### config.mk
export PLATFORM = sky130hd
export DESIGN_NAME = crf_rx_buffer_filter_select
export DESIGN_NICKNAME = d
export VERILOG_FILES = /design/src/hdl/crf_mask_sel_dec.v /design/src/hdl/crf_rx_buffer_filter_select.v
export VERILOG_INCLUDE_DIRS = /design/src /design/src/hdl
export SDC_FILE = /design/constraint.sdc
export NUM_CORES = 1
export LEC_CHECK = 0
export CAP_MARGIN = 5
export CORE_ASPECT_RATIO = 1.1
export CORE_UTILIZATION = 40
export CTS_CLUSTER_DIAMETER = 120
export DETAILED_ROUTE_END_ITERATION = 8
export DONT_BUFFER_PORTS = 1
export PLACE_DENSITY = 0.62
export SLEW_MARGIN = 5
export SYNTH_ARGS = -nofsm -noshare
export SYNTH_HDL_FRONTEND = slang
export SYNTH_SLANG_ARGS = --single-unit
### constraint.sdc
create_clock -name clk_sys_i -period 2.4 [get_ports clk_sys_i]
set_input_delay 0.12 -clock clk_sys_i [delete_from_list [all_inputs] [get_ports clk_sys_i]]
set_output_delay 0.12 -clock clk_sys_i [all_outputs]
set_load 0.02 [all_outputs]
### src/hdl/crf_consts.vh
`ifndef CRF_CONSTS_VH
`define CRF_CONSTS_VH
// register offsets (byte addresses on the plain register port)
`define CRF_OFS_RXB1_CTRL 8'h00
`define CRF_OFS_MASK_SEL0 8'h01
`define CRF_OFS_OPMODE 8'h02
`define CRF_OFS_TX_ENABLE 8'h03
`define CRF_OFS_EIDH_BASE 8'h10
`define CRF_OFS_EIDL_BASE 8'h18
// control register field positions
`define CRF_CTL_FULL_BIT 7
`define CRF_CTL_RXM_HI_BIT 6
`define CRF_CTL_RXM_LO_BIT 5
`define CRF_CTL_RTR_M12_BIT 5
`define CRF_CTL_RTR_M0_BIT 3
// reset values
`define CRF_RST_MASK_SEL0 8'h50
`define CRF_RST_OPMODE 2'h0
`define CRF_RST_TX_ENABLE 6'h00
// operating modes
`define CRF_MODE_LEGACY 2'h0
`define CRF_MODE_ENH 2'h1
`define CRF_MODE_FIFO 2'h2
// legacy receive-mode encodings
`define CRF_RXM_ALL 2'h3
`define CRF_RXM_EXT 2'h2
`define CRF_RXM_STD 2'h1
`define CRF_RXM_FILT 2'h0
// mask-select encodings
`define CRF_MSEL_MASK0 2'h0
`define CRF_MSEL_MASK1 2'h1
`define CRF_MSEL_FIL15 2'h2
`define CRF_MSEL_NONE 2'h3
`endif

### src/hdl/crf_mask_sel_dec.v
`timescale 1ns/1ns
`default_nettype none
`include "crf_consts.vh"
// decodes one two-bit mask-select field
module crf_mask_sel_dec
(
  // field in
  input wire [1:0] sel_i,
  // one-hot link out: mask0, mask1, filter15, none
  output wire [3:0] link_o
);
  // same four-way encoding for every filter
  assign link_o[0] = (sel_i == `CRF_MSEL_MASK0); // RULE_09
  assign link_o[1] = (sel_i == `CRF_MSEL_MASK1); // RULE_09
  assign link_o[2] = (sel_i == `CRF_MSEL_FIL15); // RULE_09
  assign link_o[3] = (sel_i == `CRF_MSEL_NONE); // RULE_09
endmodule // crf_mask_sel_dec
`default_nettype wire

### src/hdl/crf_rx_buffer_filter_select.v
// Overview of operation
// RULE_01: legacy mode, receive-mode all: take every message, errors too, no filters.
// RULE_02: legacy extended-only: accept valid extended frames; filter extended enable required.
// RULE_03: modes 1 and 2: one receive-mode bit; one means accept all.
// RULE_04: remote-request status bit, bit 5 in modes 1,2, bit 3 in mode 0.
// RULE_05: filter-hit index: three bits in mode 0, five bits in modes 1,2.
// RULE_06: extended-id byte registers exist only in modes 1 and 2.
// RULE_07: receive buffers 0-5 high byte shows id bits 15:8, read-only.
// RULE_08: low byte shows id bits 7:0, msb at bit 7.
// RULE_09: filter 3 select: 00 mask0, 01 mask1, 10 filter15, 11 none.
// RULE_10: filters 0,1,2 fields at bits 1:0, 3:2, 5:4, same coding.
// RULE_11: mask-select only in modes 1,2; reset filters 2,3 mask1, 0,1 mask0.
// RULE_12: full flag set on load; no overwrite while set; software clears.
//
// Implementation choices: the address-and-strobe port and the placing of the registers.
`timescale 1ns/1ns
`default_nettype none
`include "crf_consts.vh"
module crf_rx_buffer_filter_select
#(
  parameter NBUF = 6
)
(
  // clock and reset
  input wire clk_sys_i,
  input wire rst_i,
  // register port
  input wire [7:0] reg_addr_i,
  input wire [7:0] reg_wdata_i,
  input wire reg_wr_i,
  input wire reg_rd_i,
  output reg [7:0] reg_rdata_o,
  // protocol engine: received frame offer
  input wire rx_valid_i,
  input wire rx_err_i,
  input wire rx_ext_i,
  input wire rx_rtr_i,
  input wire [4:0] rx_hit_i,
  input wire rx_hit_match_i,
  input wire rx_hit_ext_en_i,
  input wire [15:0] rx_eid_i,
  // protocol engine: configurable buffer capture
  input wire cb_load_i,
  input wire [2:0] cb_idx_i,
  input wire [15:0] cb_eid_i,
  // status toward engine
  output reg rx_taken_o,
  output reg buffer_full_flag_o,
  output reg [1:0] op_mode_o,
  output reg [7:0] filter_mask_select_0_o
);
  // ******************************************************
  // state
  // ******************************************************
  reg [1:0] mode_ff;
  reg full_ff;
  reg rxm_hi_ff;
  reg rxm_lo_ff;
  reg rtr_ff;
  reg [4:0] hit_ff;
  reg [7:0] msel_ff;
  reg [NBUF-1:0] tx_en_ff;
  reg [7:0] eidh_ff [0:NBUF-1];
  reg [7:0] eidl_ff [0:NBUF-1];
  wire legacy;
  wire accept;
  wire load;
  wire [15:0] links;
  wire [7:0] msel_view;
  reg [7:0] nxt_rdata;
  reg [7:0] ctl_view;
  integer i;

  assign legacy = (mode_ff == `CRF_MODE_LEGACY);

  // ******************************************************
  // acceptance decision
  // ******************************************************
  // legacy mode uses both receive-mode bits, enhanced only the high one
  reg acc_r;
  always @*
  begin
    acc_r = 1'b0;
    if (legacy)
    begin
      case ({rxm_hi_ff, rxm_lo_ff})
        `CRF_RXM_ALL: acc_r = 1'b1; // RULE_01
        `CRF_RXM_EXT: acc_r = !rx_err_i && rx_ext_i && rx_hit_match_i
                            && rx_hit_ext_en_i; // RULE_02
        `CRF_RXM_STD: acc_r = !rx_err_i && !rx_ext_i && rx_hit_match_i;
        default: acc_r = !rx_err_i && rx_hit_match_i;
      endcase
    end
    else if (rxm_hi_ff)
    begin
      acc_r = 1'b1; // RULE_03
    end
    else
    begin
      acc_r = !rx_err_i && rx_hit_match_i; // RULE_03
    end
  end
  assign accept = acc_r;
  // a held message is never overwritten
  assign load = rx_valid_i && accept && !full_ff; // RULE_12

  // ******************************************************
  // buffer and control register
  // ******************************************************
  // set wins over a software clear in the same cycle
  wire clr_full;
  assign clr_full = reg_wr_i && (reg_addr_i == `CRF_OFS_RXB1_CTRL)
                    && !reg_wdata_i[`CRF_CTL_FULL_BIT];
  always @(posedge clk_sys_i or posedge rst_i)
  begin
    if (rst_i)
    begin
      full_ff <= 1'b0;
      rtr_ff <= 1'b0;
      hit_ff <= 5'h00;
      rxm_hi_ff <= 1'b0;
      rxm_lo_ff <= 1'b0;
      rx_taken_o <= 1'b0;
    end
    else
    begin
      rx_taken_o <= load;
      if (load)
      begin
        full_ff <= 1'b1; // RULE_12
        rtr_ff <= rx_rtr_i; // RULE_04
        hit_ff <= legacy ? {2'h0, rx_hit_i[2:0]} : rx_hit_i; // RULE_05
      end
      else if (clr_full)
      begin
        full_ff <= 1'b0; // RULE_12
      end
      if (reg_wr_i && (reg_addr_i == `CRF_OFS_RXB1_CTRL))
      begin
        rxm_hi_ff <= reg_wdata_i[`CRF_CTL_RXM_HI_BIT];
        // low mode bit only writable in legacy mode
        if (legacy)
        begin
          rxm_lo_ff <= reg_wdata_i[`CRF_CTL_RXM_LO_BIT];
        end
      end
    end
  end

  // ******************************************************
  // mode, mask select, transmit enables
  // ******************************************************
  always @(posedge clk_sys_i or posedge rst_i)
  begin
    if (rst_i)
    begin
      mode_ff <= `CRF_RST_OPMODE;
      msel_ff <= `CRF_RST_MASK_SEL0; // RULE_11
      tx_en_ff <= {NBUF{1'b0}};
    end
    else if (reg_wr_i)
    begin
      case (reg_addr_i)
        `CRF_OFS_OPMODE:
        begin
          if (reg_wdata_i[1:0] != 2'h3)
          begin
            mode_ff <= reg_wdata_i[1:0];
          end
        end
        `CRF_OFS_MASK_SEL0:
        begin
          if (!legacy)
          begin
            msel_ff <= reg_wdata_i; // RULE_11
          end
        end
        `CRF_OFS_TX_ENABLE: tx_en_ff <= reg_wdata_i[NBUF-1:0];
        default: ;
      endcase
    end
  end

  // ******************************************************
  // extended-id bytes of configurable buffers
  // ******************************************************
  // no reset: contents are undefined until written or captured
  always @(posedge clk_sys_i)
  begin
    for (i = 0; i < NBUF; i = i + 1)
    begin
      if (!legacy && !tx_en_ff[i] && cb_load_i && (cb_idx_i == i))
      begin
        eidh_ff[i] <= cb_eid_i[15:8]; // RULE_07
        eidl_ff[i] <= cb_eid_i[7:0]; // RULE_08
      end
      else if (!legacy && tx_en_ff[i] && reg_wr_i)
      begin
        if (reg_addr_i == (`CRF_OFS_EIDH_BASE + i))
        begin
          eidh_ff[i] <= reg_wdata_i;
        end
        if (reg_addr_i == (`CRF_OFS_EIDL_BASE + i))
        begin
          eidl_ff[i] <= reg_wdata_i;
        end
      end
    end
  end

  // ******************************************************
  // mask-select decode, one instance per filter
  // ******************************************************
  genvar g;
  generate
    for (g = 0; g < 4; g = g + 1)
    begin : g_msel
      crf_mask_sel_dec u_dec
      (
        .sel_i(msel_ff[2*g+1:2*g]), // RULE_10
        .link_o(links[4*g+3:4*g])
      );
      // readback is rebuilt from the links so a bad decode shows up
      assign msel_view[2*g+1] = links[4*g+3] | links[4*g+2]; // RULE_09
      assign msel_view[2*g] = links[4*g+3] | links[4*g+1]; // RULE_09
    end
  endgenerate

  // ******************************************************
  // read path
  // ******************************************************
  // layout of the control byte depends on mode
  always @*
  begin
    ctl_view = 8'h00;
    ctl_view[`CRF_CTL_FULL_BIT] = full_ff;
    ctl_view[`CRF_CTL_RXM_HI_BIT] = rxm_hi_ff;
    if (legacy)
    begin
      ctl_view[`CRF_CTL_RXM_LO_BIT] = rxm_lo_ff;
      ctl_view[`CRF_CTL_RTR_M0_BIT] = rtr_ff; // RULE_04
      ctl_view[2:0] = hit_ff[2:0]; // RULE_05
    end
    else
    begin
      ctl_view[`CRF_CTL_RTR_M12_BIT] = rtr_ff; // RULE_04
      ctl_view[4:0] = hit_ff; // RULE_05
    end
  end

  always @*
  begin
    nxt_rdata = 8'h00;
    case (reg_addr_i)
      `CRF_OFS_RXB1_CTRL: nxt_rdata = ctl_view;
      `CRF_OFS_MASK_SEL0: nxt_rdata = legacy ? 8'h00 : msel_view; // RULE_11
      `CRF_OFS_OPMODE: nxt_rdata = {6'h00, mode_ff};
      `CRF_OFS_TX_ENABLE: nxt_rdata = {{(8-NBUF){1'b0}}, tx_en_ff};
      default:
      begin
        // indexed by the low address bits; the loop index stays clocked-only
        if (!legacy && (reg_addr_i[2:0] < NBUF))
        begin
          if ({reg_addr_i[7:3], 3'h0} == `CRF_OFS_EIDH_BASE)
          begin
            nxt_rdata = eidh_ff[reg_addr_i[2:0]]; // RULE_06
          end
          if ({reg_addr_i[7:3], 3'h0} == `CRF_OFS_EIDL_BASE)
          begin
            nxt_rdata = eidl_ff[reg_addr_i[2:0]]; // RULE_06
          end
        end
      end
    endcase
  end

  // read data stands one cycle after the strobe, zero otherwise
  always @(posedge clk_sys_i or posedge rst_i)
  begin
    if (rst_i)
    begin
      reg_rdata_o <= 8'h00;
      buffer_full_flag_o <= 1'b0;
      op_mode_o <= `CRF_RST_OPMODE;
      filter_mask_select_0_o <= `CRF_RST_MASK_SEL0;
    end
    else
    begin
      reg_rdata_o <= reg_rd_i ? nxt_rdata : 8'h00;
      buffer_full_flag_o <= full_ff;
      op_mode_o <= mode_ff;
      filter_mask_select_0_o <= msel_ff;
    end
  end
endmodule // crf_rx_buffer_filter_select
`default_nettype wire

; ---- Word level (Yosys, flattened, before mapping)
; Memories as Yosys holds them, arrays and structs flattened.
; Index checks and enable logic that the tools add are counted.
[word_totals]
register_bits = 45
mem_count = 2
wordCells = 222
ramBits = 96
out_inout_bits = 20
input_bits = 67
[op_classes]
reduce_logical = 60
muxes = 87
eq_ne = 38
bitwise_logic = 21
order_cmp = 1
[memory_table]
columns = memory, words, word_bits, rd, rd_ports_with_merged_regs, write_ports, line
row1 = eidh_ff, 6, 8, 1, 0, 6, crf_rx_buffer_filter_select.v:63  ; reg [7:0] eidh_ff [0:NBUF-1];
row2 = eidl_ff, 6, 8, 1, 0, 6, crf_rx_buffer_filter_select.v:64  ; reg [7:0] eidl_ff [0:NBUF-1];
[op_table]
columns = operator, count
row1 = $mux W8, 17
row2 = $eq A8 B5 Y1 const B, 12
row3 = $mux W1, 66
row4 = $logic_and A1 B1 Y1, 41
row5 = $pmux W8 S4, 1
row6 = $eq A2 B2 Y1 const B, 10
row7 = $or A1 B1 Y1, 20
row8 = $eq A8 B2 Y1 const B, 2
row9 = $logic_not A1 Y1, 11
row10 = $eq A2 B1 Y1 const B, 5
row11 = $eq A5 B2 Y1 const B, 2
row12 = $eq A8 B1 Y1 const B, 1
row13 = $logic_not A8 Y1, 1
row14 = $eq A3 B2 Y1 const B, 2
row15 = $eq A3 B3 Y1 const B, 2
row16 = $reduce_and A3 Y1, 2
row17 = $mux W5, 1
row18 = $mux W4, 1
row19 = $reduce_and A2 Y1, 2
row20 = $eq A3 B1 Y1 const B, 1
row21 = $logic_not A3 Y1, 1
row22 = $lt A3 B3 Y1 const B, 1
row23 = $pmux W1 S3, 1
row24 = $logic_not A2 Y1, 1
row25 = other kinds (3), 3

; ---- Logic depth before layout (Yosys ltp)
; Gate-level depths: netlist of the first run.
[depth]
depth_word = 9
mapped_depth = 7
mapped_depth_nobuf = 4

; ---- Cells and area by module
; A second synthesis of the first run with hierarchy kept.
[unflattened]
hier_cells = 506
hier_area_um2 = 7210.7
[modules_own_cells]
columns = mod, seq_area_each_um2, instances, cells_each, area_per_inst_um2
row1 = crf_rx_buffer_filter_select, 4013.8, 1, 490, 7105.6
row2 = crf_mask_sel_dec, 0.0, 4, 4, 26.3

; ---- Worst setup path after synthesis of the first run
; OpenSTA, ideal clock, no wires.
[synth_timing]
path_type = register to register
startpoint = register mode_ff[1]
endpoint = memory eidh_ff[0][0], enable pin
path_stages_with_launch = 5
setup_slack_ps = 356
arrival_time_ps = 1715
setup_time_ps = 329
n_path_buf = 0
t_required_ps = 2071
period_less_slack_ps = 2044
path_cell_list = dfrtp_1 -> nor2_2 -> nor3b_1 -> or4b_2 -> nand2_1
[synth_rtl]
columns = item, line
row1 = "start, declared", crf_rx_buffer_filter_select.v:55  ; reg [1:0] mode_ff;
row2 = "start signal, assigned", crf_rx_buffer_filter_select.v:157  ; mode_ff <= `CRF_RST_OPMODE;
row3 = "start signal, assigned", crf_rx_buffer_filter_select.v:168  ; mode_ff <= reg_wdata_i[1:0];
row4 = "end, declared", crf_rx_buffer_filter_select.v:63

==> flow_summary.toml, run 1 <==
[floorplan]
rows = 50
die_h_um = 141.3
core-area_um2 = 17140
dieWidth_um = 128.7
io_pins = 87
start_util_pct = 41.19
dieArea_um2 = 18190

[critical_path]
cp.required_ns = 2.48
crit_path_max_incr_delay_ns = 0.67
slowest_stage = "or4b_2"
end_kind = "register"
cp_data_arrival_time_ns = 2.29
start_kind = "register"
setup.worst_path.class = "register to register"
path_max_fanout = 8
crit_chain = "nor2_2, nor3b_1, or4b_2, nand2_1"

[synth]
synth_top_cell_area_share_pct = 40.83
synth_ff_type = "edfxtp_1"
synth.most_common_cell = "mux2_2"
yosys.cell_types.count = 57
syn_area_um2 = 7061
postSynthCellCount = 474
synth_top_cell_by_area = "edfxtp_1"
ys_top_cells_by_area = "edfxtp_1 (41%), mux2_2 (19%), dfrtp_1 (15%)"
synth_common_cells = "mux2_2 (118), edfxtp_1 (96), dfrtp_1 (41)"
async_flop_share_pct = 31.91
ys_seq_elements = 141
yosysWarnings = 0
synthesis.nets = 541
syn_avg_cell_area_um2 = 14.90
yosysSeqAreaShare_pct = 56.85
synth-edff-count = 96

[finish]
drive_gt1_share_pct = 37.74
nNetsFinal = 576
area_growth_syn_to_layout_pct = 16.16
fin_area_um2 = 8202
finalNonFillerCells = 757
fin_util_pct = 47.85
nFillCells = 1497

[global_routing]
grt_max_degree = 53
grt_pass1_wl_um = 27580
grtUsageTotal_pct = 21.02
antenna_found_initial = 2
grt_pass1_vias = 4628
overflow = 0

[routing]
wl_per_cell_um = 23.69
vias = 4374
ant_nets = 0
via_per_inst = 5.778
firstDrtPassIters = 5
wl_um = 17930
drc_errors = 0
drt_iter0_drc = 298

[sta]
rsz0062_at_grt = "no"
timing.final.crit_period_ns = 2.206
worst_slew_margin_rel_pct = 41.20
setup_tns_ns = 0
hold_viol = 0
whs_ns = 0.01414
max_freq_mhz = 453.4
setup_viol = 0
clock_skew_ns = 0.008898
period_share_pct = 91.91
worst_pin_slew_ns = 0.8807
drv_slew = 0

[clock_tree]
h-tree-depth = 4
clock_latency_ns = 0.43
cts_resized = 0
cts_sinks = 141
clkTransAtPathRegs_ns = 0.06
clock_path_buffers = 2
cts-root-buf = "clkbuf_16"
cts_tree = "built"
cts_made_buffers = 17

[outcome]
outcome = "complete, no violations"

[placed_design]
portBuffers = 0
place_inst = 689
dpl_cell_area_um2 = 7276
gp_congestion = 0.8410
post-dp-hpwl_um = 12010

[power_and_ir_drop]
ir_worst_vdd_v = 0.0004578
powerDensity_nw_per_um2 = 696.9
p_leak_nw = 3.063

[run]
cap_violations = 0

[hold_path]
hp-class = "input port to register"
==> placed cells by master, fill, tap and decap left out, types with 8 or more instances in the layout <==
| master | count |
|---|---|
| buf_4 | 9 |
| clkbuf_16 | 17 |
| dfrtp_1 | 41 |
| dlygate4sd3_1 | 35 |
| edfxtp_1 | 96 |
| inv_1 | 8 |
| mux2_2 | 118 |
| mux2i_1 | 23 |
| mux4_2 | 16 |
| nand2_1 | 27 |
| nand3_1 | 10 |
| nor2_1 | 12 |
==> worst paths after layout <==
kind / slack, ns / endpoint / startpoint / cells past startpoint
min in group asynchronous: 0.34 / filter_mask_select_0_o[7]$_DFF_PP0_ / rst_i / 2
worst max register to register: 0.19 / eidh_ff[0][7]$_DFFE_PP_ / mode_ff[1]$_DFFE_PP0P_ / 4
worst min register to register: 0.38 / filter_mask_select_0_o[4]$_DFF_PP1_ / msel_ff[4]$_DFFE_PP1P_ / 0
worst max-delay path: 0.19 / eidh_ff[0][7]$_DFFE_PP_ / mode_ff[1]$_DFFE_PP0P_ / 4
worst min-delay path: 0.01 / reg_rdata_o[4]$_DFF_PP0_ / reg_addr_i[2] / 2
max in group asynchronous: 1.50 / reg_rdata_o[1]$_DFF_PP0_ / rst_i / 2
==> critical path: cells and delay by family (launching register included) <==
| kind | cells | cell delay, ns |
|---|---|---|
| AND/OR/NAND/NOR | 4 | 1.49 |
| flip-flops | 1 | 0.37 |
==> kinds of logic (layout without fill, tap and decap cells) <==
group	Yosys count	count (layout)	synth area share (%)
multiplexers	157	157	27.18
flip-flops	141	141	56.85
AND/OR/NAND/NOR	95	95	8.613
AO/OA/AOI/OAI	44	44	4.821
buffers and inverters	37	85	2.534
other	0	1	0
==> final cells by class <==
cell class / instances / area [µm²] / share of cell area [%]
inverter: 9 / 33.78 / 0.4119
clock inverter: 14 / 143.9 / 1.754
antenna: 1 / 2.502 / 0.03051
tap: 234 / 292.8 / 3.570
multi-input combinational: 296 / 2868 / 34.97
clock buffer: 18 / 429.2 / 5.233
timing repair buffer: 44 / 417.9 / 5.095
sequential: 141 / 4014 / 48.94
==> state kept, by name, summed over array words and instances (netlist names) <==
signal                  cells
eidh_ff                    48
eidl_ff                    48
filter_mask_select_0_o      8
msel_ff                     8
reg_rdata_o                 8
tx_en_ff                    6
hit_ff                      5
mode_ff                     2
op_mode_o                   2
buffer_full_flag_o          1
full_ff                     1
rtr_ff                      1
rx_taken_o                  1
rxm_hi_ff                   1
rxm_lo_ff                   1
==> per-stage QoR <==
| step | worst slack, ns | total power, W |
|---|---|---|
| 2_1_floorplan | 0.3558 | 0.003068 |
| 3_3_place_gp | 0.1816 | 0.003086 |
| 3_5_place_dp | 0.1284 | 0.003095 |
| 4_1_cts | 0.1802 | 0.005749 |
| 5_1_grt | 0.02404 | 0.005896 |
| 6_report | 0.1943 | 0.005715 |
==> routing by layer <==
metal	wire (µm)	GRT usage (%)	part of all wire, %
met2	8801	34.28	49
met3	1216	6.335	6.8
met4	546	9.598	3.0
met5	10	0	0.056
met1	7357	25.54	41
==> repair_timing <==
action / CTS / global route
endpoints found under the setup margin: 0 / 0
buffers inserted: 0 / 0
hold buffers: 35 / 0
hold endpoints to repair: 169 / 0
==> power breakdown <==
group,total [W],internal (W),switching (W),leakage (nW)
Combinational,0.000429,0.000221,0.000208,1.34
Clock,0.00256,0.00153,0.00103,0.270
Sequential,0.00273,0.00267,0.0000568,1.46
Total,0.00572,0.00442,0.00130,3.06
No activity file was read; power rests on OpenSTA's default activity.
==> run 2, diff against run 1 <==
--- a/config.mk
+++ b/config.mk
@@ -12,7 +12,7 @@
 export CTS_CLUSTER_DIAMETER = 120
 export DETAILED_ROUTE_END_ITERATION = 8
 export DONT_BUFFER_PORTS = 1
-export PLACE_DENSITY = 0.62
+export PLACE_DENSITY = 0.56
 export SLEW_MARGIN = 5
 export SYNTH_ARGS = -nofsm -noshare
 export SYNTH_HDL_FRONTEND = slang
==> flow_summary.toml, run 2 (synthesis results as in run 1) <==
[sta]
whs_ns = 0.007845
drv_slew = 0
worst_slew_margin_rel_pct = 39.50
period_share_pct = 93.16
clock_skew_ns = 0.008380
hold_viol = 0
setup_viol = 0
layout_setup_ws_ns = 0.1641
worst_pin_slew_ns = 0.8962
setup_tns_ns = 0
max_freq_mhz = 447.3
timing.final.crit_period_ns = 2.236
rsz0062_at_grt = "no"

[clock_tree]
clkTransAtPathRegs_ns = 0.06
cts_made_buffers = 17
clock_latency_ns = 0.42
post_cts_buffers = 0
cts_resized = 0
cts_sinks = 141
h-tree-depth = 4
clock_path_buffers = 2
cts_tree = "built"
cts-root-buf = "clkbuf_16"

[critical_path]
setup.worst_path.class = "register to register"
end_kind = "register"
reg2reg_to = "eidl_ff[0][3]$_DFFE_PP_"
crit_path_max_incr_delay_ns = 0.68
path_buf_inv = 1
r2r-start = "mode_ff[0]$_DFFE_PP0P_"
crit_chain = "nor2_2, nor3b_1, or4b_2, nand2_1, buf_4"
cp_top_family = "simple AND/OR/NAND/NOR gates"
cp_data_arrival_time_ns = 2.37
start_kind = "register"
path_max_fanout = 7
slowest_stage = "or4b_2"
rr_worst_depth = 5
cp.required_ns = 2.54
path_depth = 5
r2r_slack_ns = 0.16

[placed_design]
gp_congestion = 0.8206
portBuffers = 0
dp_slack_ns = 0.1822
post-dp-hpwl_um = 12140

[finish]
area_growth_syn_to_layout_pct = 16.87
drive_gt1_share_pct = 37.97
layout_common_cells = "mux2_2 (118), edfxtp_1 (96), dfrtp_1 (41)"
diodes = 0
final_common_cell = "mux2_2"
nFillCells = 1555
top_regs = "eidh_ff x48, eidl_ff x48"
nNetsFinal = 587
fin_util_pct = 48.14

[routing]
via_per_inst = 5.719
firstDrtPassIters = 5
wl_um = 18590
vias = 4381
ant_nets = 0
wl_per_cell_um = 24.26
drt_iter0_drc = 369
drc_errors = 0

[floorplan]
start_util_pct = 41.19
core-area_um2 = 17140
dieWidth_um = 128.7
dieArea_um2 = 18190
rows = 50
die_h_um = 141.3
io_pins = 87

[power_and_ir_drop]
powerDensity_nw_per_um2 = 669.7
p_leak_nw = 3.112
swShare_pct = 22.28
clkPwrFrac_pct = 42.9
pwr-share-comb_pct = 7.7
ir_worst_vdd_v = 0.0004201
p_switching_w = 0.001231
power.total_w = 0.005526
p_int_w = 0.004294
seqPwrFrac_pct = 49.4

[global_routing]
grt_max_degree = 53
antenna_found_initial = 3
overflow = 0
grtUsageTotal_pct = 21.60
grt_pass1_wl_um = 27860
grt_pass1_vias = 4539

[hold_path]
hold_depth = 2
min_from = "reg_addr_i[0]"
hp-class = "input port to register"
hold_path_end = "reg_rdata_o[4]$_DFF_PP0_"

[outcome]
outcome = "complete, no violations"

[run]
cap_violations = 0
run 2: changes by cell type in the layout (fill, tap and decap cells not counted), sizes merged:
cell / before / now
buf: 9 / 19
bufinv: 2 / 1
clkbuf: 18 / 21
clkinv: 6 / 8
clkinvlp: 4 / 1
diode: 1 / 0
dlygate4sd3: 35 / 36
inv: 11 / 9
run 2: worst max path at each step:
stage | start | to | slack (ns)
after global routing | mode_ff[1]$_DFFE_PP0P_ | eidl_ff[0][1]$_DFFE_PP_ | 0.08
final | mode_ff[0]$_DFFE_PP0P_ | eidl_ff[0][3]$_DFFE_PP_ | 0.16
after detailed placement | reg_addr_i[7] | eidh_ff[3][4]$_DFFE_PP_ | 0.18
after global placement | reg_addr_i[7] | eidh_ff[3][0]$_DFFE_PP_ | 0.19
after floorplan | mode_ff[1]$_DFFE_PP0P_ | eidh_ff[0][0]$_DFFE_PP_ | 0.36
after CTS | mode_ff[1]$_DFFE_PP0P_ | eidl_ff[0][3]$_DFFE_PP_ | 0.18
run 2: stage by stage:
stage	std cells	cell area, µm²
CTS	766	8252
global route	766	8252
global placement	699	7376
floorplan	474	7061
detailed placement	699	7376
finish	766	8252
run 2: power by group through the flow:
stage | logic, W | clock network [W] | registers [W]
2_1_floorplan | 0.000308 | 0 | 0.00276
3_3_place_gp | 0.000316 | 0 | 0.00278
3_5_place_dp | 0.000322 | 0 | 0.00278
4_1_cts | 0.000428 | 0.00240 | 0.00273
5_1_grt | 0.000463 | 0.00250 | 0.00274
6_report | 0.000427 | 0.00237 | 0.00273
run 2: worst reg2reg max path, stage by stage, from the launching register on:
cell and delay, ns:
dfrtp_1 0.44, nor2_2 0.17, nor3b_1 0.33, or4b_2 0.68, nand2_1 0.16, buf_4 0.17
run 2: layout make-up:
class / instances / area (µm²) / area share, %
repair buffers: 55 / 528.0 / 6.399
flip-flops and latches: 141 / 4014 / 48.64
clock buffers: 21 / 440.4 / 5.337
well taps: 234 / 292.8 / 3.548
clock inverters: 10 / 75.07 / 0.9098
inverters: 9 / 33.78 / 0.4094
multi-input cells: 296 / 2868 / 34.75
run 2: layer usage:
layer  GRT usage, %  up-vias  share of wire (%)
li1               -     1947                  -
met5              0        -               0.21
met4          8.111        6                2.2
met3          5.317       32                5.7
met1          28.04     2236                 44
met2          34.85      160                 48
run 2: repair_timing:
item                                    in CTS  in global routing
endpoints found under the hold margin      170                  0
hold buffers                                36                  0
endpoints found under the setup margin       0                  0
==> run 3, diff against run 2 <==
--- a/config.mk
+++ b/config.mk
@@ -16,4 +16,5 @@
 export SLEW_MARGIN = 5
 export SYNTH_ARGS = -nofsm -noshare
 export SYNTH_HDL_FRONTEND = slang
+export SYNTH_HIERARCHICAL = 1
 export SYNTH_SLANG_ARGS = --single-unit
==> constraint.sdc (replaced) <==
create_clock -name clk_sys_i -period 2.6 [get_ports clk_sys_i]
set_input_delay 0.13 -clock clk_sys_i [delete_from_list [all_inputs] [get_ports clk_sys_i]]
set_output_delay 0.13 -clock clk_sys_i [all_outputs]
set_load 0.02 [all_outputs]
==> flow_summary.toml, run 3 <==
[routing]
wl_um = 18500
via_per_inst = 5.615
firstDrtPassIters = 4
drt_iter0_drc = 216
wl_per_cell_um = 23.15
ant_nets = 0
vias = 4486
drc_errors = 0

[finish]
fin_area_um2 = 8422
area_growth_syn_to_layout_pct = 17.04
top_regs = "eidh_ff x48, eidl_ff x48"
finalNonFillerCells = 799
final_common_cell = "mux2_2"
layout_common_cells = "mux2_2 (128), edfxtp_1 (96), dfrtp_1 (41)"
nNetsFinal = 614
drive_gt1_share_pct = 40.54

[clock_tree]
cts_sinks = 141
clkTransAtPathRegs_ns = 0.06
h-tree-depth = 4
post_cts_buffers = 0
cts_tree = "built"
cts_made_buffers = 17
clock_path_buffers = 2
cts-root-buf = "clkbuf_16"
clock_latency_ns = 0.42
cts_resized = 0

[critical_path]
start_kind = "register"
end_kind = "register"
setup.worst_path.class = "register to register"
path_max_fanout = 1
cp.required_ns = 2.89
cp_data_arrival_time_ns = 2.42

[floorplan]
die_h_um = 142.7
dieArea_um2 = 18530
io_pins = 87
start_util_pct = 40.71
core-area_um2 = 17680
rows = 51
dieWidth_um = 129.9

[sta]
worst_pin_slew_ns = 0.8968
period_share_pct = 82.09
drv_slew = 0
setup_tns_ns = 0
max_freq_mhz = 468.6
hold_viol = 0
layout_setup_ws_ns = 0.4658
timing.final.crit_period_ns = 2.134
rsz0062_at_grt = "no"
worst_slew_margin_rel_pct = 40.12
clock_skew_ns = 0.01044
setup_viol = 0

[synth]
syn_avg_cell_area_um2 = 14.33
synthesis.nets = 569
syn_area_um2 = 7196
postSynthCellCount = 502
yosysWarnings = 6

[power_and_ir_drop]
p_switching_w = 0.001164
seqPwrFrac_pct = 48.2
p_int_w = 0.004058
powerDensity_nw_per_um2 = 620.0
p_leak_nw = 3.035
pwr-share-comb_pct = 7.4
clkPwrFrac_pct = 44.4
ir_worst_vdd_v = 0.0003396
swShare_pct = 22.29
power.total_w = 0.005222

[global_routing]
antenna_found_initial = 1
grt_max_degree = 47
grt_pass1_wl_um = 28150
overflow = 0
grtUsageTotal_pct = 21.38
grt_pass1_vias = 4708

[placed_design]
portBuffers = 0
dpl_cell_area_um2 = 7470
dp_slack_ns = 0.5237
post-dp-hpwl_um = 12390
gp_congestion = 0.8796
place_inst = 729

[run]
cap_violations = 0

[hold_path]
hp-class = "input port to register"

[outcome]
outcome = "complete, no violations"
-- run 3: changes by cell type in the layout (fill, tap and decap cells not counted), moves of 5 or more --
cell / change
nor3_1: -5
o21ai_0: +12
buf_4: +5
a211oi_1: +5
nor2b_1: +5
mux2i_1: -11
mux2_2: +10
nor2_1: +10
nand2_1: -12
-- run 3: repair_timing --
item                                   4_1_cts  5_1_grt
hold buffers                                37        0
setup endpoints to repair                    0        0
endpoints found under the hold margin      170        0
-- run 3: cell type report --
class	count	area (µm²)
Clock buffer	22	504.2
Antenna cell	1	2.502
Sequential cell	141	4014
Multi-Input combinational cell	321	2967
Inverter	7	26.28
Tap cell	238	297.8
Fill cell	1563	9254
Clock inverter	10	75.07
Timing Repair Buffer	59	535.5
-- run 3: worst paths after layout --
| check | slack, ns | endpoint | from | cells after the start |
|---|---|---|---|---|
| max | 0.47 | reg_rdata_o[7]$_DFF_PP0_ | eidh_ff[3][7]$_DFFE_PP_ | 4 |
| min in group asynchronous | 0.36 | filter_mask_select_0_o[0]$_DFF_PP0_ | rst_i | 2 |
| min | 0.02 | full_ff$_DFFE_PP0P_ | reg_wr_i | 3 |
| max in group asynchronous | 1.66 | rxm_hi_ff$_DFFE_PP0P_ | rst_i | 2 |
| max reg2reg | 0.47 | reg_rdata_o[7]$_DFF_PP0_ | eidh_ff[3][7]$_DFFE_PP_ | 4 |
| min reg2reg | 0.39 | filter_mask_select_0_o[4]$_DFF_PP1_ | msel_ff[4]$_DFFE_PP1P_ | 0 |
-- run 3: power by group through the flow --
stage          Combinational [W]  Clock [W]  Sequential (W)
5_1_grt                 0.000419    0.00244         0.00253
3_3_place_gp            0.000281          0         0.00256
6_report                0.000386    0.00232         0.00252
3_5_place_dp            0.000290          0         0.00256
2_1_floorplan           0.000281          0         0.00254
4_1_cts                 0.000389    0.00236         0.00252
-- run 3: through the flow --
stage	util [%]	hold WS (ns)
after floorplan	-	0.2625
after global placement	42.26	0.2346
after CTS	47.63	0.01370
after detailed placement	42.26	0.2436
final	47.65	0.02086
after global routing	47.63	0.02930
-- run 3: worst max-delay path, stage by stage (launching register included) --
cell           delay (ns)
edfxtp_1             0.36
mux4_2               0.48
a211oi_1             0.47
o32ai_1              0.13
dlygate4sd3_1        0.57
-- run 3: per-layer routing --
layer	routed length, µm	track usage [%]
met1	7669	26.06
met3	1022	4.796
met5	0	0
met2	9384	36.84
met4	422	7.772
